### src/verilog/dtp_pkg.sv
// constants, register map and state types of the dual timer pair
// Notes on behaviour
// prescale divides 1, 8, 64 or 256
// combined mode: low half clock and prescaler only
// count register write clears prescaler
// clearing timer_on clears prescaler
// any reset clears prescaler
// disabled low timer prescaler cannot be cleared
// control write leaves count unchanged
// no counting during CPU sleep
// 32-bit match or gate fall sets flag
// software clears the interrupt flag
// holding register used only when combined
// control fields as listed, reset zero
// second pair: no trigger, no capture base
// combined: high control ignored, high flag used
// low timer is least significant word
// count to period, wrap to zero
// low read latches high; holding then low write
// gated mode counts while gate high
// 32-bit match pulses converter trigger
// event pulse one cycle, flag stays set
package dtp_pkg;

   // ==========================================================
   // register word indices; byte address is four times index
   localparam logic [11:0] IDX_LO_CNT      = 12'h106;
   localparam logic [11:0] IDX_HOLD        = 12'h108;
   localparam logic [11:0] IDX_HI_CNT      = 12'h10A;
   localparam logic [11:0] IDX_LO_PER      = 12'h10C;
   localparam logic [11:0] IDX_HI_PER      = 12'h10E;
   localparam logic [11:0] IDX_LO_CON      = 12'h110;
   localparam logic [11:0] IDX_HI_CON      = 12'h112;
   localparam logic [11:0] IDX_PAIR_STRIDE = 12'h00E;
   localparam logic [11:0] IDX_IRQ_FLAG    = 12'h130;
   localparam logic [11:0] IDX_IRQ_EN      = 12'h132;

   // ==========================================================
   // control field positions and masks
   localparam int          B_TON        = 15;
   localparam int          B_STOP_IN_IDLE      = 13;
   localparam int          B_GATE_ACCUMULATE_ENABLE      = 6;
   localparam int          B_PS_HI      = 5;
   localparam int          B_PS_LO      = 4;
   localparam int          B_T32        = 3;
   localparam int          B_TCS        = 1;
   localparam logic [15:0] CON_LO_MASK  = 16'hA07A;
   localparam logic [15:0] CON_HI_MASK  = 16'hA072;
   localparam logic [15:0] CON_RST      = 16'h0000;
   localparam logic [15:0] PER_RST      = 16'hFFFF;
   localparam logic [15:0] CNT_RST      = 16'h0000;
   localparam int          IRQ_FLAG_LSB = 6;

   // ==========================================================
   // prescaler terminal counts
   localparam logic [1:0] PS_SEL_1    = 2'h0;
   localparam logic [1:0] PS_SEL_8    = 2'h1;
   localparam logic [1:0] PS_SEL_64   = 2'h2;
   localparam logic [7:0] PS_TERM_1   = 8'h00;
   localparam logic [7:0] PS_TERM_8   = 8'h07;
   localparam logic [7:0] PS_TERM_64  = 8'h3F;
   localparam logic [7:0] PS_TERM_256 = 8'hFF;
   localparam logic [7:0] PS_RST      = 8'h00;

   // ==========================================================
   // bus responses
   localparam logic [1:0] RESP_OKAY   = 2'h0;
   localparam logic [1:0] RESP_SLVERR = 2'h2;

   // ==========================================================
   // state types
   typedef struct packed {
      logic [15:0] lo;
      logic [15:0] hi;
      logic [15:0] hold;
      logic [15:0] prl;
      logic [15:0] prh;
      logic [15:0] conl;
      logic [15:0] conh;
      logic [7:0]  psl;
      logic [7:0]  psh;
      logic [2:0]  sync_l;
      logic [2:0]  sync_h;
      logic        stab_l;
      logic        stab_h;
   } dtp_pair_t;

   typedef struct packed {
      dtp_pair_t [1:0] p;
      logic [3:0]      flags;
      logic [3:0]      ens;
      logic [3:0]      irq;
      logic            adc;
      logic            aw_have;
      logic            w_have;
      logic [11:0]     awaddr;
      logic [15:0]     wdata;
      logic [1:0]      wstrb;
      logic            awready;
      logic            wready;
      logic            bvalid;
      logic [1:0]      bresp;
      logic            arready;
      logic            rvalid;
      logic [31:0]     rdata;
      logic [1:0]      rresp;
   } dtp_state_t;

endpackage

### src/verilog/dtp_timer_pair.sv
// two chainable 16-bit timer pairs behind an AXI4-Lite slave
//
// Register access over AXI4-Lite is this design's own decision.
`timescale 1ns/100ps
`default_nettype none
module dtp_timer_pair (
   // clock and reset
   input  wire logic                clk,
   input  wire logic                resetn,
   // register bus
   input  wire logic [11:0]         s_axi_awaddr,
   input  wire logic                s_axi_awvalid,
   output var  logic                s_axi_awready,
   input  wire logic [31:0]         s_axi_wdata,
   input  wire logic [3:0]          s_axi_wstrb,
   input  wire logic                s_axi_wvalid,
   output var  logic                s_axi_wready,
   output var  logic [1:0]          s_axi_bresp,
   output var  logic                s_axi_bvalid,
   input  wire logic                s_axi_bready,
   input  wire logic [11:0]         s_axi_araddr,
   input  wire logic                s_axi_arvalid,
   output var  logic                s_axi_arready,
   output var  logic [31:0]         s_axi_rdata,
   output var  logic [1:0]          s_axi_rresp,
   output var  logic                s_axi_rvalid,
   input  wire logic                s_axi_rready,
   // cpu power state
   input  wire logic                cpu_sleep,
   input  wire logic                cpu_idle,
   // clock or gate pins, index pair*2 + half
   input  wire logic [3:0]          ck_pin,
   // events and count to capture logic
   output var  logic [3:0]          irq_req,
   output var  logic                adc_trigger,
   output var  logic [15:0]         cap_count_lo,
   output var  logic [15:0]         cap_count_hi
);
   import dtp_pkg::*;

   dtp_state_t q;
   dtp_state_t d;

   // ==========================================================
   // helpers
   function automatic logic [11:0] reg_addr(input logic [11:0] idx, input logic pair_b);
      logic [11:0] full;
      full = pair_b ? 12'(idx + IDX_PAIR_STRIDE) : idx;
      return {full[9:0], 2'h0};
   endfunction
   function automatic logic [7:0] ps_term(input logic [1:0] sel);
      case (sel)
         PS_SEL_1: ps_term = PS_TERM_1;
         PS_SEL_8: ps_term = PS_TERM_8;
         PS_SEL_64: ps_term = PS_TERM_64;
         default: ps_term = PS_TERM_256;
      endcase
   endfunction
   // returns {fire, next prescaler count}
   function automatic logic [8:0] ps_step(input logic [7:0] ps, input logic [1:0] sel,
                                          input logic adv);
      if (!adv) begin
         return {1'b0, ps};
      end
      if (ps >= ps_term(sel)) begin
         return {1'b1, PS_RST};
      end
      return {1'b0, 8'(ps + 8'h01)};
   endfunction
   function automatic logic [15:0] wmerge(input logic [15:0] old, input logic [15:0] nw,
                                          input logic [1:0] strb);
      logic [15:0] r;
      r = old;
      if (strb[0]) begin
         r[7:0] = nw[7:0];
      end
      if (strb[1]) begin
         r[15:8] = nw[15:8];
      end
      return r;
   endfunction
   function automatic logic runs(input logic [15:0] con);
      return con[B_TON] & ~cpu_sleep & ~(cpu_idle & con[B_STOP_IN_IDLE]);
   endfunction
   function automatic logic gated(input logic [15:0] con);
      return con[B_TON] & con[B_GATE_ACCUMULATE_ENABLE] & ~con[B_TCS];
   endfunction
   function automatic logic timer_adv(input logic [15:0] con, input logic lvl, input logic rise);
      if (!runs(con)) begin
         return 1'b0;
      end
      if (!con[B_TCS]) begin
         return con[B_GATE_ACCUMULATE_ENABLE] ? lvl : 1'b1;
      end
      return rise;
   endfunction

   // ==========================================================
   // next state
   always_comb begin
      dtp_pair_t   pp;
      logic [15:0] ch;
      logic        comb;
      logic        sl;
      logic        sh;
      logic        rl;
      logic        rh;
      logic        fall_l;
      logic        fall_h;
      logic [8:0]  st;
      logic [3:0]  ev;
      logic [31:0] cnt32;
      logic        wr_go;
      logic        hit;
      logic [11:0] wa;
      logic [11:0] ra;
      logic [15:0] w16;
      logic [15:0] rd;
      pp = '0;
      ch = '0;
      comb = 1'b0;
      sl = 1'b0;
      sh = 1'b0;
      rl = 1'b0;
      rh = 1'b0;
      fall_l = 1'b0;
      fall_h = 1'b0;
      st = '0;
      ev = '0;
      cnt32 = '0;
      hit = 1'b0;
      w16 = '0;
      rd = '0;
      wa = q.awaddr;
      ra = s_axi_araddr;
      wr_go = q.aw_have & q.w_have & ~q.bvalid;
      d = q;
      d.adc = 1'b0;

      // timers
      for (int i = 0; i < 2; i++) begin
         pp = q.p[i];
         pp.sync_l = {q.p[i].sync_l[1:0], ck_pin[2*i]};
         pp.sync_h = {q.p[i].sync_h[1:0], ck_pin[2*i+1]};
         sl = (q.p[i].sync_l[1] == q.p[i].sync_l[2]) ? q.p[i].sync_l[2] : q.p[i].stab_l;
         sh = (q.p[i].sync_h[1] == q.p[i].sync_h[2]) ? q.p[i].sync_h[2] : q.p[i].stab_h;
         rl = sl & ~q.p[i].stab_l;
         rh = sh & ~q.p[i].stab_h;
         fall_l = ~sl & q.p[i].stab_l;
         fall_h = ~sh & q.p[i].stab_h;
         pp.stab_l = sl;
         pp.stab_h = sh;
         comb = q.p[i].conl[B_T32];
         st = ps_step(q.p[i].psl, q.p[i].conl[B_PS_HI:B_PS_LO],
                      timer_adv(q.p[i].conl, sl, rl));
         pp.psl = st[7:0];
         if (comb) begin
            if (st[8]) begin
               if ({q.p[i].hi, q.p[i].lo} == {q.p[i].prh, q.p[i].prl}) begin
                  pp.hi = CNT_RST;
                  pp.lo = CNT_RST;
                  ev[2*i+1] = 1'b1;
                  if (i == 0) begin
                     d.adc = 1'b1;
                  end
               end else begin
                  cnt32 = {q.p[i].hi, q.p[i].lo} + 32'h0000_0001;
                  pp.hi = cnt32[31:16];
                  pp.lo = cnt32[15:0];
               end
            end
            if (gated(q.p[i].conl) && fall_l) begin
               ev[2*i+1] = 1'b1;
            end
         end else begin
            ch = q.p[i].conh;
            if (st[8]) begin
               if (q.p[i].lo == q.p[i].prl) begin
                  pp.lo = CNT_RST;
                  ev[2*i] = 1'b1;
               end else begin
                  pp.lo = 16'(q.p[i].lo + 16'h0001);
               end
            end
            if (gated(q.p[i].conl) && fall_l) begin
               ev[2*i] = 1'b1;
            end
            st = ps_step(q.p[i].psh, ch[B_PS_HI:B_PS_LO], timer_adv(ch, sh, rh));
            pp.psh = st[7:0];
            if (st[8]) begin
               if (q.p[i].hi == q.p[i].prh) begin
                  pp.hi = CNT_RST;
                  ev[2*i+1] = 1'b1;
               end else begin
                  pp.hi = 16'(q.p[i].hi + 16'h0001);
               end
            end
            if (gated(ch) && fall_h) begin
               ev[2*i+1] = 1'b1;
            end
         end
         d.p[i] = pp;
      end
      // register writes
      if (wr_go) begin
         for (int i = 0; i < 2; i++) begin
            if (wa == reg_addr(IDX_LO_CNT, i[0])) begin
               hit = 1'b1;
               d.p[i].lo = wmerge(q.p[i].lo, q.wdata, q.wstrb);
               if (q.p[i].conl[B_T32]) begin
                  d.p[i].hi = q.p[i].hold;
               end
               if (q.p[i].conl[B_TON]) begin
                  d.p[i].psl = PS_RST;
               end
            end
            if (wa == reg_addr(IDX_HOLD, i[0])) begin
               hit = 1'b1;
               d.p[i].hold = wmerge(q.p[i].hold, q.wdata, q.wstrb);
            end
            if (wa == reg_addr(IDX_HI_CNT, i[0])) begin
               hit = 1'b1;
               d.p[i].hi = wmerge(q.p[i].hi, q.wdata, q.wstrb);
               d.p[i].psh = PS_RST;
            end
            if (wa == reg_addr(IDX_LO_PER, i[0])) begin
               hit = 1'b1;
               d.p[i].prl = wmerge(q.p[i].prl, q.wdata, q.wstrb);
            end
            if (wa == reg_addr(IDX_HI_PER, i[0])) begin
               hit = 1'b1;
               d.p[i].prh = wmerge(q.p[i].prh, q.wdata, q.wstrb);
            end
            if (wa == reg_addr(IDX_LO_CON, i[0])) begin
               hit = 1'b1;
               w16 = wmerge(q.p[i].conl, q.wdata, q.wstrb) & CON_LO_MASK;
               d.p[i].conl = w16;
               if (q.p[i].conl[B_TON] && !w16[B_TON]) begin
                  d.p[i].psl = PS_RST;
               end
            end
            if (wa == reg_addr(IDX_HI_CON, i[0])) begin
               hit = 1'b1;
               w16 = wmerge(q.p[i].conh, q.wdata, q.wstrb) & CON_HI_MASK;
               d.p[i].conh = w16;
               if (q.p[i].conh[B_TON] && !w16[B_TON]) begin
                  d.p[i].psh = PS_RST;
               end
            end
         end
         if (wa == reg_addr(IDX_IRQ_FLAG, 1'b0)) begin
            hit = 1'b1;
            w16 = wmerge(16'(q.flags) << IRQ_FLAG_LSB, q.wdata, q.wstrb);
            d.flags = w16[IRQ_FLAG_LSB +: 4];
         end
         if (wa == reg_addr(IDX_IRQ_EN, 1'b0)) begin
            hit = 1'b1;
            w16 = wmerge(16'(q.ens) << IRQ_FLAG_LSB, q.wdata, q.wstrb);
            d.ens = w16[IRQ_FLAG_LSB +: 4];
         end
         d.bvalid = 1'b1;
         d.bresp = hit ? RESP_OKAY : RESP_SLVERR;
         d.aw_have = 1'b0;
         d.w_have = 1'b0;
      end
      if (s_axi_awvalid && q.awready) begin
         d.aw_have = 1'b1;
         d.awaddr = s_axi_awaddr;
      end
      if (s_axi_wvalid && q.wready) begin
         d.w_have = 1'b1;
         d.wdata = s_axi_wdata[15:0];
         d.wstrb = s_axi_wstrb[1:0];
      end
      if (q.bvalid && s_axi_bready) begin
         d.bvalid = 1'b0;
      end
      // register reads
      if (s_axi_arvalid && q.arready) begin
         hit = 1'b0;
         for (int i = 0; i < 2; i++) begin
            if (ra == reg_addr(IDX_LO_CNT, i[0])) begin
               hit = 1'b1;
               rd = q.p[i].lo;
               if (q.p[i].conl[B_T32]) begin
                  d.p[i].hold = q.p[i].hi;
               end
            end
            if (ra == reg_addr(IDX_HOLD, i[0])) begin
               hit = 1'b1;
               rd = q.p[i].hold;
            end
            if (ra == reg_addr(IDX_HI_CNT, i[0])) begin
               hit = 1'b1;
               rd = q.p[i].hi;
            end
            if (ra == reg_addr(IDX_LO_PER, i[0])) begin
               hit = 1'b1;
               rd = q.p[i].prl;
            end
            if (ra == reg_addr(IDX_HI_PER, i[0])) begin
               hit = 1'b1;
               rd = q.p[i].prh;
            end
            if (ra == reg_addr(IDX_LO_CON, i[0])) begin
               hit = 1'b1;
               rd = q.p[i].conl;
            end
            if (ra == reg_addr(IDX_HI_CON, i[0])) begin
               hit = 1'b1;
               rd = q.p[i].conh;
            end
         end
         if (ra == reg_addr(IDX_IRQ_FLAG, 1'b0)) begin
            hit = 1'b1;
            rd = 16'(q.flags) << IRQ_FLAG_LSB;
         end
         if (ra == reg_addr(IDX_IRQ_EN, 1'b0)) begin
            hit = 1'b1;
            rd = 16'(q.ens) << IRQ_FLAG_LSB;
         end
         d.rvalid = 1'b1;
         d.rdata = {16'h0000, rd};
         d.rresp = hit ? RESP_OKAY : RESP_SLVERR;
      end else if (q.rvalid && s_axi_rready) begin
         d.rvalid = 1'b0;
      end
      // hardware set beats software clear
      d.flags = d.flags | ev;
      d.irq = d.flags & d.ens;
      d.awready = ~d.aw_have & ~d.bvalid;
      d.wready = ~d.w_have & ~d.bvalid;
      d.arready = ~d.rvalid;
   end
   // ==========================================================
   // state register
   always_ff @(posedge clk or negedge resetn) begin
      if (!resetn) begin
         q <= '0;
         for (int i = 0; i < 2; i++) begin
            q.p[i].prl <= PER_RST;
            q.p[i].prh <= PER_RST;
            q.p[i].conl <= CON_RST;
            q.p[i].conh <= CON_RST;
            q.p[i].psl <= PS_RST;
            q.p[i].psh <= PS_RST;
         end
         q.awready <= 1'b1;
         q.wready <= 1'b1;
         q.arready <= 1'b1;
      end else begin
         q <= d;
      end
   end
   // ==========================================================
   // outputs
   assign s_axi_awready = q.awready;
   assign s_axi_wready = q.wready;
   assign s_axi_bvalid = q.bvalid;
   assign s_axi_bresp = q.bresp;
   assign s_axi_arready = q.arready;
   assign s_axi_rvalid = q.rvalid;
   assign s_axi_rdata = q.rdata;
   assign s_axi_rresp = q.rresp;
   assign irq_req = q.irq;
   assign adc_trigger = q.adc;
   assign cap_count_lo = q.p[0].lo;
   assign cap_count_hi = q.p[0].hi;
endmodule
`default_nettype wire

### config.mk
export PLATFORM = sky130hd
export DESIGN_NAME = dtp_timer_pair
export DESIGN_NICKNAME = d
export VERILOG_FILES = /design/src/verilog/dtp_pkg.sv /design/src/verilog/dtp_timer_pair.sv
export SDC_FILE = /design/constraint.sdc
export NUM_CORES = 1
export LEC_CHECK = 0
export BUFFER_PORTS_ARGS = -buffer_cell sky130_fd_sc_hd__buf_4
export CORE_MARGIN = 10
export CORE_UTILIZATION = 38
export CTS_CLUSTER_DIAMETER = 80
export DETAILED_ROUTE_END_ITERATION = 10
export PLACE_DENSITY_LB_ADDON = 0.15
export SLEW_MARGIN = 30
export SYNTH_ARGS = -nofsm -noshare
export SYNTH_HDL_FRONTEND = slang
export SYNTH_SLANG_ARGS = --single-unit
### constraint.sdc
create_clock -name clk -period 8 [get_ports clk]
set_input_delay 0.4 -clock clk [delete_from_list [all_inputs] [get_ports clk]]
set_output_delay 0.4 -clock clk [all_outputs]
set_load 0.02 [all_outputs]
Yosys cells after proc, flatten, opt, wreduce, memory -nomap -nowiden
Index checks and enable logic that the tools add are counted.
{ "totals": {"ff_bits": 304, "wordCells": 487, "out_inout_bits": 78, "input_bits": 73} }
{ "op_classes": {"mux": 255, "n_reduce_logical": 41, "bitwise": 56, "n_lt_le_gt_ge": 4, "n_addsub": 10, "eq_ne": 62} }
{ "op_table": {"columns": ["operator", "count"], "rows": [
  ["$mux 16", 44],
  ["$mux 8", 51],
  ["$eq 12x11->1 const B", 32],
  ["$mux 128", 2],
  ["$mux 32", 8],
  ["$mux 9", 18],
  ["$mux 1", 116],
  ["$pmux 8 s3", 4],
  ["$add 16x1->16 const B", 4],
  ["$add 32x1->32 const B", 2],
  ["$eq 16x16->1", 4],
  ["$eq 32x32->1", 2],
  ["$reduce_and 3->1", 16],
  ["$ne 3x3->1 const B", 12],
  ["$add 8x1->8 const B", 4],
  ["$and 1x1->1", 32],
  ["$ge 8x8->1", 4],
  ["$mux 7", 4],
  ["$not 1->1", 22],
  ["$logic_and 1x1->1", 13],
  ["$mux 2", 5],
  ["$eq 2x1->1 const B", 4],
  ["$eq 2x2->1 const B", 4],
  ["$logic_not 2->1", 4],
  ["other kinds (7)", 17]
]} }

Longest topological paths before layout
Gate-level depths: netlist of the first run.
{ "depth": {"word_depth": 30, "depth_mapped": 12, "mapped_depth_nobuf": 11} }

Worst setup path before layout of the first run
No wires, ideal clock.
{ "synth_timing": {"path_type": "reg2reg", "startpoint": "register q[131] (netlist name)", "endpoint": "register q, in the netlist cap_count_hi[8]", "slack_ps": 5097, "period_less_slack_ps": 2903, "arrival_time_ps": 2779, "n_path_buf": 0, "setup_ps": 124, "stages_incl_launch_ff": 11, "path_cell_list": "dfrtp_1 or2_2 ha_1 nand2b_1 a31oi_1 o21ai_0 nand2_1 nor4_1 o22ai_1 a221o_1 a211o_1"} }
{ "synth_between": {"elab_chain_cells": 14} }
{ "synth_lines": {"columns": ["element", "line_no", "text"], "rows": [
  ["start: declaration", "dtp_timer_pair.sv:41", "dtp_state_t q;"],
  ["$eq 2x2->1 (tied with other cells)", "dtp_timer_pair.sv:52", "case (sel)"],
  ["$pmux 8 s3 (*)", "dtp_timer_pair.sv:52", null],
  ["$mux 8 (*)", "dtp_timer_pair.sv:65", "if (ps >= ps_term(sel)) begin"],
  ["$ge 8x8->1 (*)", "dtp_timer_pair.sv:65", null],
  ["$mux 1 (2 in a row)", "dtp_timer_pair.sv:65", null],
  ["$mux 9 (*)", "dtp_timer_pair.sv:68", "return {1'b0, 8'(ps + 8'h01)};"],
  ["$mux 9 (*)", "dtp_timer_pair.sv:65", null],
  ["$mux 32 (*)", "dtp_timer_pair.sv:158", "if (st[8]) begin"],
  ["$mux 32 (*)", "dtp_timer_pair.sv:157", "if (comb) begin"],
  ["$mux 16", "dtp_timer_pair.sv:210", "if (q.p[i].conl[B_T32]) begin"],
  ["$mux 32", "dtp_timer_pair.sv:207", "if (wa == reg_addr(IDX_LO_CNT, i[0])) begin"],
  ["$mux 16", "dtp_timer_pair.sv:221", "if (wa == reg_addr(IDX_HI_CNT, i[0])) begin"],
  ["$mux 128 (*)", "dtp_timer_pair.sv:205", "if (wr_go) begin"]
]} }
Every way passes the cells marked *; elsewhere a longest branch is shown, timed or not. The select of a mux whose other input is x is not followed.
A chain may end at the register's enable or synchronous reset.

Worst setup path after layout of the first run
Same ends and word-level chain as after synthesis.

==> key figures, run 1 <==
Worst setup path
  • R2r endpoint: cap_count_hi[8]$_DFFE_PN0P_
  • Slowest cell on crit path: o21ai_0
  • CP Data Required Time: between 8000 and 9000 ps
  • Reg2reg start: q[131]$_DFFE_PN0P_
  • FF-to-FF path depth: 10
  • Worst EP arrival: approximately 4700 ps
  • Worst setup SP type: flip-flop
  • Crit-path cells: or2_2, ha_1, nand2b_1, a31oi_1, o21ai_0, nand2_1, nor4_1, o22ai_1, a221o_1, a211o_1
  • CP max stage delay: 800 ps
  • Kind of end point of the critical path: flip-flop
  • R2R Setup Slk: between 3000 and 4000 ps
  • Kind of critical path: reg2reg
  • CP Max Fanout: 10

Timing
  • Setup TNS: 0 ps
  • Pins over their slew limit: 0
  • Worst-margin pin slew: between 1000 and 1500 ps
  • Final setup viols: 0
  • RSZ-0062 raised after global routing: false
  • Final WS setup: 3771 ps
  • Final min period: approximately 4200 ps
  • Clock skew: approximately 11 ps
  • Fmax achieved: roughly 240 MHz
  • Final hold violation count: 0
  • Crit share post-route: 0.5286
  • Hold Slack: between 50 and 60 ps
  • Slew headroom: 0.3101

Clocking
  • CTS Buffer Depth: 3
  • Later-pin clock latency in the skew report: 570 ps
  • Clock-pin slew on the worst setup and hold paths: 60 ps
  • TritonCTS clock tree: done
  • Root Buffer: clkbuf_16
  • # H-tree levels: 2
  • TritonCTS buffer count: 39
  • CTS sink count: between 300 and 400
  • Post-CTS sizing: 0

Global routing
  • Remaining global-route overflow: 0
  • First-pass GRT wire length: 122800 um
  • Largest net degree at the start of global routing: between 60 and 70
  • Initial antenna violation count: 3
  • Vias in the first global route: 18181
  • GRT Overall Usage: 0.2537

Min path
  • Hold depth: 2
  • Hold Crit Class: in2reg
  • Min-delay src: s_axi_rready
  • Hold endpoint: s_axi_rvalid$_DFF_PN0_

Logic synthesis
  • Top-area cell type share of the netlist area: 0.2901
  • Top area cells in the synthesized netlist: dfrtp_1, dfstp_2, mux2_2, nand2_1, xor2_1
  • EDFF count, synth: 0
  • YS warnings: 0
  • Seq/Total Area, Yosys: 0.3769
  • Asr flop ratio synth: 1.000
  • Post-Syn Area: between 20000 and 25000 sq um
  • Ys flop type: dfrtp_1
  • Distinct cells, synth: 87
  • Biggest area consumer among synthesized cells: dfrtp_1
  • Number of synthesized register bits: slightly above 300
  • Mean post-synth cell area: around 8.8 sq um
  • Post-Syn Instances: 2305

Detailed routing
  • Antenna viol nets, final: 0
  • Initial DRC Count: 2138
  • DRC viols: 0
  • Post-DR vias/cell: 6.236
  • Iteration count of the initial detailed-routing pass: 6
  • Vias: 18834
  • DRT Wirelength: ~83000 um
  • WL per Instance: 27.54 um

Job
  • Max Cap Viol: 0

Power and ir drop
  • Maximum vdd ir drop: 0.0001354 V
  • Pwr Total: about 5.1 mW
  • Leakage power: between 9 and 10 nW
  • Pwr per Cell Area: 227.1 nW/um^2

Placement
  • Minimum setup slack after placement: a little under 4000 ps
  • DPL Wire Length: ~61000 um
  • Routability cong.: around 0.96
  • IO Port Bufs: roughly 110
  • Placed cells: 2944

Die
  • Core ar.: about 53000 sq um
  • FP Rows: 84
  • Initial Util: 0.3850
  • Die height: 251.0 um
  • Die W: approximately 250 um
  • Die ar.: ~63000 sq um
  • IO Pins: ~150

Cells and area
  • Antenna diode count: 0
  • Synthesis-to-finish area growth: 11.47%
  • Most frequent cells in the layout: dfrtp_1, nand2_1, nor2_1
  • # nets final: ~2400
  • Sequential cell area: 7641 sq um
  • FILL cells: ~5200
  • Commonest non-fill, non-tap cell in the layout: dfrtp_1
  • Area occupied by multi-input gates: around 11000 sq um
  • Layout Cells excl Fill: approximately 3000
  • Share of layout cells above drive strength 1: 0.1938

Outcome
  • Status: completed
-- power by group --
part | total, mW | internal [mW] | switching [mW] | leakage [nW]
Clock | 1.78 | 1.04 | 0.739 | 0.623
Combinational | 1.32 | 0.372 | 0.943 | 5.12
Sequential | 2.03 | 1.67 | 0.361 | 3.59
-- cell usage after synthesis (all sizes together) (38+ instances only) --
cell	n
dfrtp	235
nand2	232
nor2	195
a21oi	138
o21ai	137
mux2	120
clkbuf	119
buf	105
nand3	86
xor2	85
nor3	83
dfstp	67
mux2i	49
xnor2	41
ha	40
inv	40
nor4	39
nand4	38
-- cell type report --
cell class / count / area share
Tap cell: 688 / 0.03809
Timing Repair Buffer: 163 / 0.05520
Sequential cell: 302 / 0.3381
Inverter: 42 / 0.006976
Clock buffer: 56 / 0.04955
Clock inverter: 15 / 0.006588
Multi-Input combinational cell: 1754 / 0.5055
-- how the worst max path moves through the flow --
stage / endpoint / cells after the start / start
5_1_grt: cap_count_hi[8]$_DFFE_PN0P_ / 10 / q[131]$_DFFE_PN0P_
3_5_place_dp: cap_count_hi[8]$_DFFE_PN0P_ / 10 / q[131]$_DFFE_PN0P_
3_3_place_gp: cap_count_hi[8]$_DFFE_PN0P_ / 10 / q[131]$_DFFE_PN0P_
4_1_cts: cap_count_hi[8]$_DFFE_PN0P_ / 10 / q[131]$_DFFE_PN0P_
6_report: cap_count_hi[8]$_DFFE_PN0P_ / 10 / q[131]$_DFFE_PN0P_
2_1_floorplan: cap_count_hi[8]$_DFFE_PN0P_ / 10 / q[131]$_DFFE_PN0P_
-- flip-flops by register name (all words and copies together) (netlist names), 4 cells and up --
signal,flops
q,234
cap_count_hi,16
cap_count_lo,16
s_axi_rdata,16
d,8
irq_req,4
-- routing by layer --
layer | vias to the layer above | GRT usage | part of all wire
li1 | 8338 | - | -
met1 | 9413 | 0.3250 | 0.41
met2 | 897 | 0.4073 | 0.46
met3 | 186 | 0.04022 | 0.075
met4 | 0 | 0.1310 | 0.054
met5 | - | 0 | 0
-- cells by family (layout without fill, tap and decap cells) --
family | after synthesis | count (layout) | synth area share
AOI/OAI and AO/OA | 572 | 572 | 0.1864
DFF | 302 | 302 | 0.3769
muxes | 169 | 169 | 0.09084
buffers and inverters | 266 | 276 | 0.06443
other | 1 | 18 | 0.0001850
and+or+nand+nor | 829 | 829 | 0.2022
xor gates and xnor gates | 126 | 126 | 0.05443
adders and majority gates | 40 | 40 | 0.02469
-- critical path, delay by kind of cell, from the launching register on --
kind / cells / cell delay, ps
adders and majority gates: 1 / 270
AOI/OAI and AO/OA: 5 / 1740
and+or+nand+nor: 4 / 1710
DFF: 1 / 400
-- through the flow --
| stage | instance area [sq um] | utilization |
|---|---|---|
| 2_1_floorplan | 20340 | - |
| 4_1_cts | 22590 | 0.4290 |
| 3_5_place_dp | 21270 | 0.4040 |
| 3_3_place_gp | 21270 | 0.4039 |
| 6_report | 22600 | 0.4292 |
| 5_1_grt | 22600 | 0.4292 |
-- repair_timing --
item / CTS / global route
hold endpoints to repair: 61 / 0
hold buffers: 5 / 0
setup buffers: 0 / 0
(Power assumes the default switching activity.)
==> run 2, diff against run 1 <==
==> constraint.sdc (replaced) <==
create_clock -name clk -period 4 [get_ports clk]
set_input_delay 0.2 -clock clk [delete_from_list [all_inputs] [get_ports clk]]
set_output_delay 0.2 -clock clk [all_outputs]
set_load 0.02 [all_outputs]
==> key figures, run 2 (synthesis results as in run 1) <==
Outcome
  • Status: completed (unchanged)

Timing
  • Slew headroom: 0.3758 (was 0.3101)
  • Crit share post-route: 0.9189 (was 0.5286)
  • Worst-margin pin slew: 926.5 ps (was 1027 ps)
  • Final min period: 3676 ps (was 4229 ps)
  • Final setup viols: 0 (unchanged)
  • Pins over their slew limit: 0 (unchanged)
  • Clock skew: 25.27 ps (was 11.36 ps)
  • Fmax achieved: 272.1 MHz (was 236.5 MHz)
  • Final hold violation count: 0 (unchanged)
  • RSZ-0062 raised after global routing: false (unchanged)
  • Hold Slack: 160.8 ps (was 56.63 ps)
  • Setup TNS: 0 ps (unchanged)

Worst setup path
  • Worst setup SP type: flip-flop (unchanged)
  • CP Data Required Time: 4460 ps (was 8450 ps)
  • Kind of end point of the critical path: flip-flop (unchanged)
  • Worst EP arrival: 4140 ps (was 4680 ps)
  • Kind of critical path: reg2reg (unchanged)
  • CP Max Fanout: 6 (was 10)
  • Worst setup path startpoint: cap_count_lo[1]$_DFFE_PN0P_ (was q[131]$_DFFE_PN0P_)
  • Reg2reg start: cap_count_lo[1]$_DFFE_PN0P_ (was q[131]$_DFFE_PN0P_)

Clocking
  • # H-tree levels: 2 (unchanged)
  • Post-CTS sizing: 0 (unchanged)
  • Post-CTS Setup Repair Bufs: 0 (unchanged)
  • Clock-pin slew on the worst setup and hold paths: 60 ps (about the same)
  • Hold buffers post-CTS: 37 (was 5)
  • TritonCTS clock tree: done (unchanged)
  • Root Buffer: clkbuf_16 (unchanged)
  • TritonCTS buffer count: 41 (was 39)
  • CTS sink count: 302 (unchanged)
  • Later-pin clock latency in the skew report: 580 ps (was 570 ps)
  • CTS Buffer Depth: 3 (unchanged)

Detailed routing
  • Post-DR vias/cell: 6.188 (was 6.236)
  • WL per Instance: 27.98 um (was 27.54 um)
  • DRT Wirelength: 88040 um (was 83160 um)
  • DRC viols: 0 (unchanged)
  • Initial DRC Count: 2529 (was 2138)
  • Vias: 19475 (was 18834)
  • Iteration count of the initial detailed-routing pass: 6 (unchanged)
  • Antenna viol nets, final: 0 (unchanged)

Cells and area
  • Largest register FFs: 234 (unchanged)
  • # nets final: 2538 (was 2415)
  • Synthesis-to-finish area growth: 17.13% (was 11.47%)
  • Reg with most FFs: q (unchanged)
  • Commonest non-fill, non-tap cell in the layout: buf_4 (was dfrtp_1)
  • Most frequent cells in the layout: buf_4, dfrtp_1, nand2_1 (was dfrtp_1, nand2_1, nor2_1)
  • Share of layout cells above drive strength 1: 0.2205 (was 0.1938)

Die
  • Die height: 251.0 um (unchanged)
  • Core ar.: 52660 sq um (unchanged)
  • FP Rows: 84 (unchanged)
  • Die W: 251.0 um (unchanged)
  • IO Pins: 151 (unchanged)
  • Die ar.: 62990 sq um (unchanged)
  • Initial Util: 0.3850 (unchanged)

Placement
  • Routability cong.: 0.9632 (was 0.9581)
  • DPL Wire Length: 65830 um (was 61160 um)
  • IO Port Bufs: 114 (unchanged)

Power and ir drop
  • Pwr per Cell Area: 454.5 nW/um^2 (was 227.1 nW/um^2)
  • Pwr Total: 10.79 mW (was 5.132 mW)
  • Maximum vdd ir drop: 0.0003075 V (was 0.0001354 V)
  • Leakage power: 9.985 nW (was 9.337 nW)

Global routing
  • First-pass GRT wire length: 129200 um (was 122800 um)
  • Remaining global-route overflow: 0 (unchanged)
  • GRT Overall Usage: 0.2696 (was 0.2537)
  • Largest net degree at the start of global routing: 93 (was 68)
  • Vias in the first global route: 18844 (was 18181)
  • Initial antenna violation count: 2 (was 3)

Min path
  • Min-delay src: s_axi_araddr[7] (was s_axi_rready)
  • Hold Crit Class: in2reg (unchanged)

Job
  • Max Cap Viol: 0 (unchanged)
## run 2: cell count changes in the layout (fill, tap and decap cells not counted), sizes merged
cell / previous run / this run
buf: 158 / 247
dlygate4sd3: 5 / 37
clkbuf: 56 / 60
inv: 45 / 42
bufinv: 2 / 4
clkinvlp: 2 / 4
diode: 0 / 1
## run 2: area by class of cell
type                       instances  area [sq um]
antenna                            1         2.502
clock buffer                      60          1210
clock inverter                    16         203.9
fill                            5155         28910
inverter                          42         157.7
multi-input combinational       1754         11410
sequential                       302          7641
tap                              688         860.8
timing repair buffer             284          2257
## run 2: path summary, 6_finish.rpt
path                                               endpoint  slack (ps)  cells past startpoint
worst max-delay path            cap_count_hi[8]$_DFFE_PN0P_         320                      8
worst min register to register              d[90]$_DFF_PN0_         340                      0
max in group asynchronous                q[287]$_DFFE_PN1P_        2640                      3
min in group asynchronous                  q[101]$_DFF_PN0_         210                      2
worst min-delay path             s_axi_rresp[1]$_DFFE_PN0P_         160                      4
worst max register to register  cap_count_hi[8]$_DFFE_PN0P_         320                      8
## run 2: power breakdown
group	switching [mW]	internal [mW]	total, mW
registers	0.604	3.35	3.95
clock network	1.51	2.37	3.88
logic	2.06	0.900	2.96
total	4.18	6.61	10.8
## run 2: routing by layer
metal	part of all wire	routed length [um]	up-vias	global-route usage
li1	-	-	8612	-
met1	0.41	36110	9637	0.3505
met2	0.46	40150	1011	0.4237
met3	0.075	6609	215	0.04125
met4	0.059	5166	0	0.1480
met5	0	0	-	0
## run 2: critical path, cell delays in order, from the launching register on
cell and delay [ps]:
dfrtp_1 570, ha_1 290, nand3_1 170, nor4_1 560, nand3_1 450, nor4_1 630, o22ai_1 180, a221o_1 390
a211o_1 300
## run 2: metrics by stage
step                        util  std cells  cell area (sq um)  setup WS, ps
final                     0.4510       3147              23750         324.4
after detailed placement  0.4170       3033              21950         364.8
after global routing      0.4509       3146              23740         184.9
after floorplan                -       2322              20340          1097
after CTS                 0.4508       3146              23740         370.4
after global placement    0.4170       3033              21950         440.4
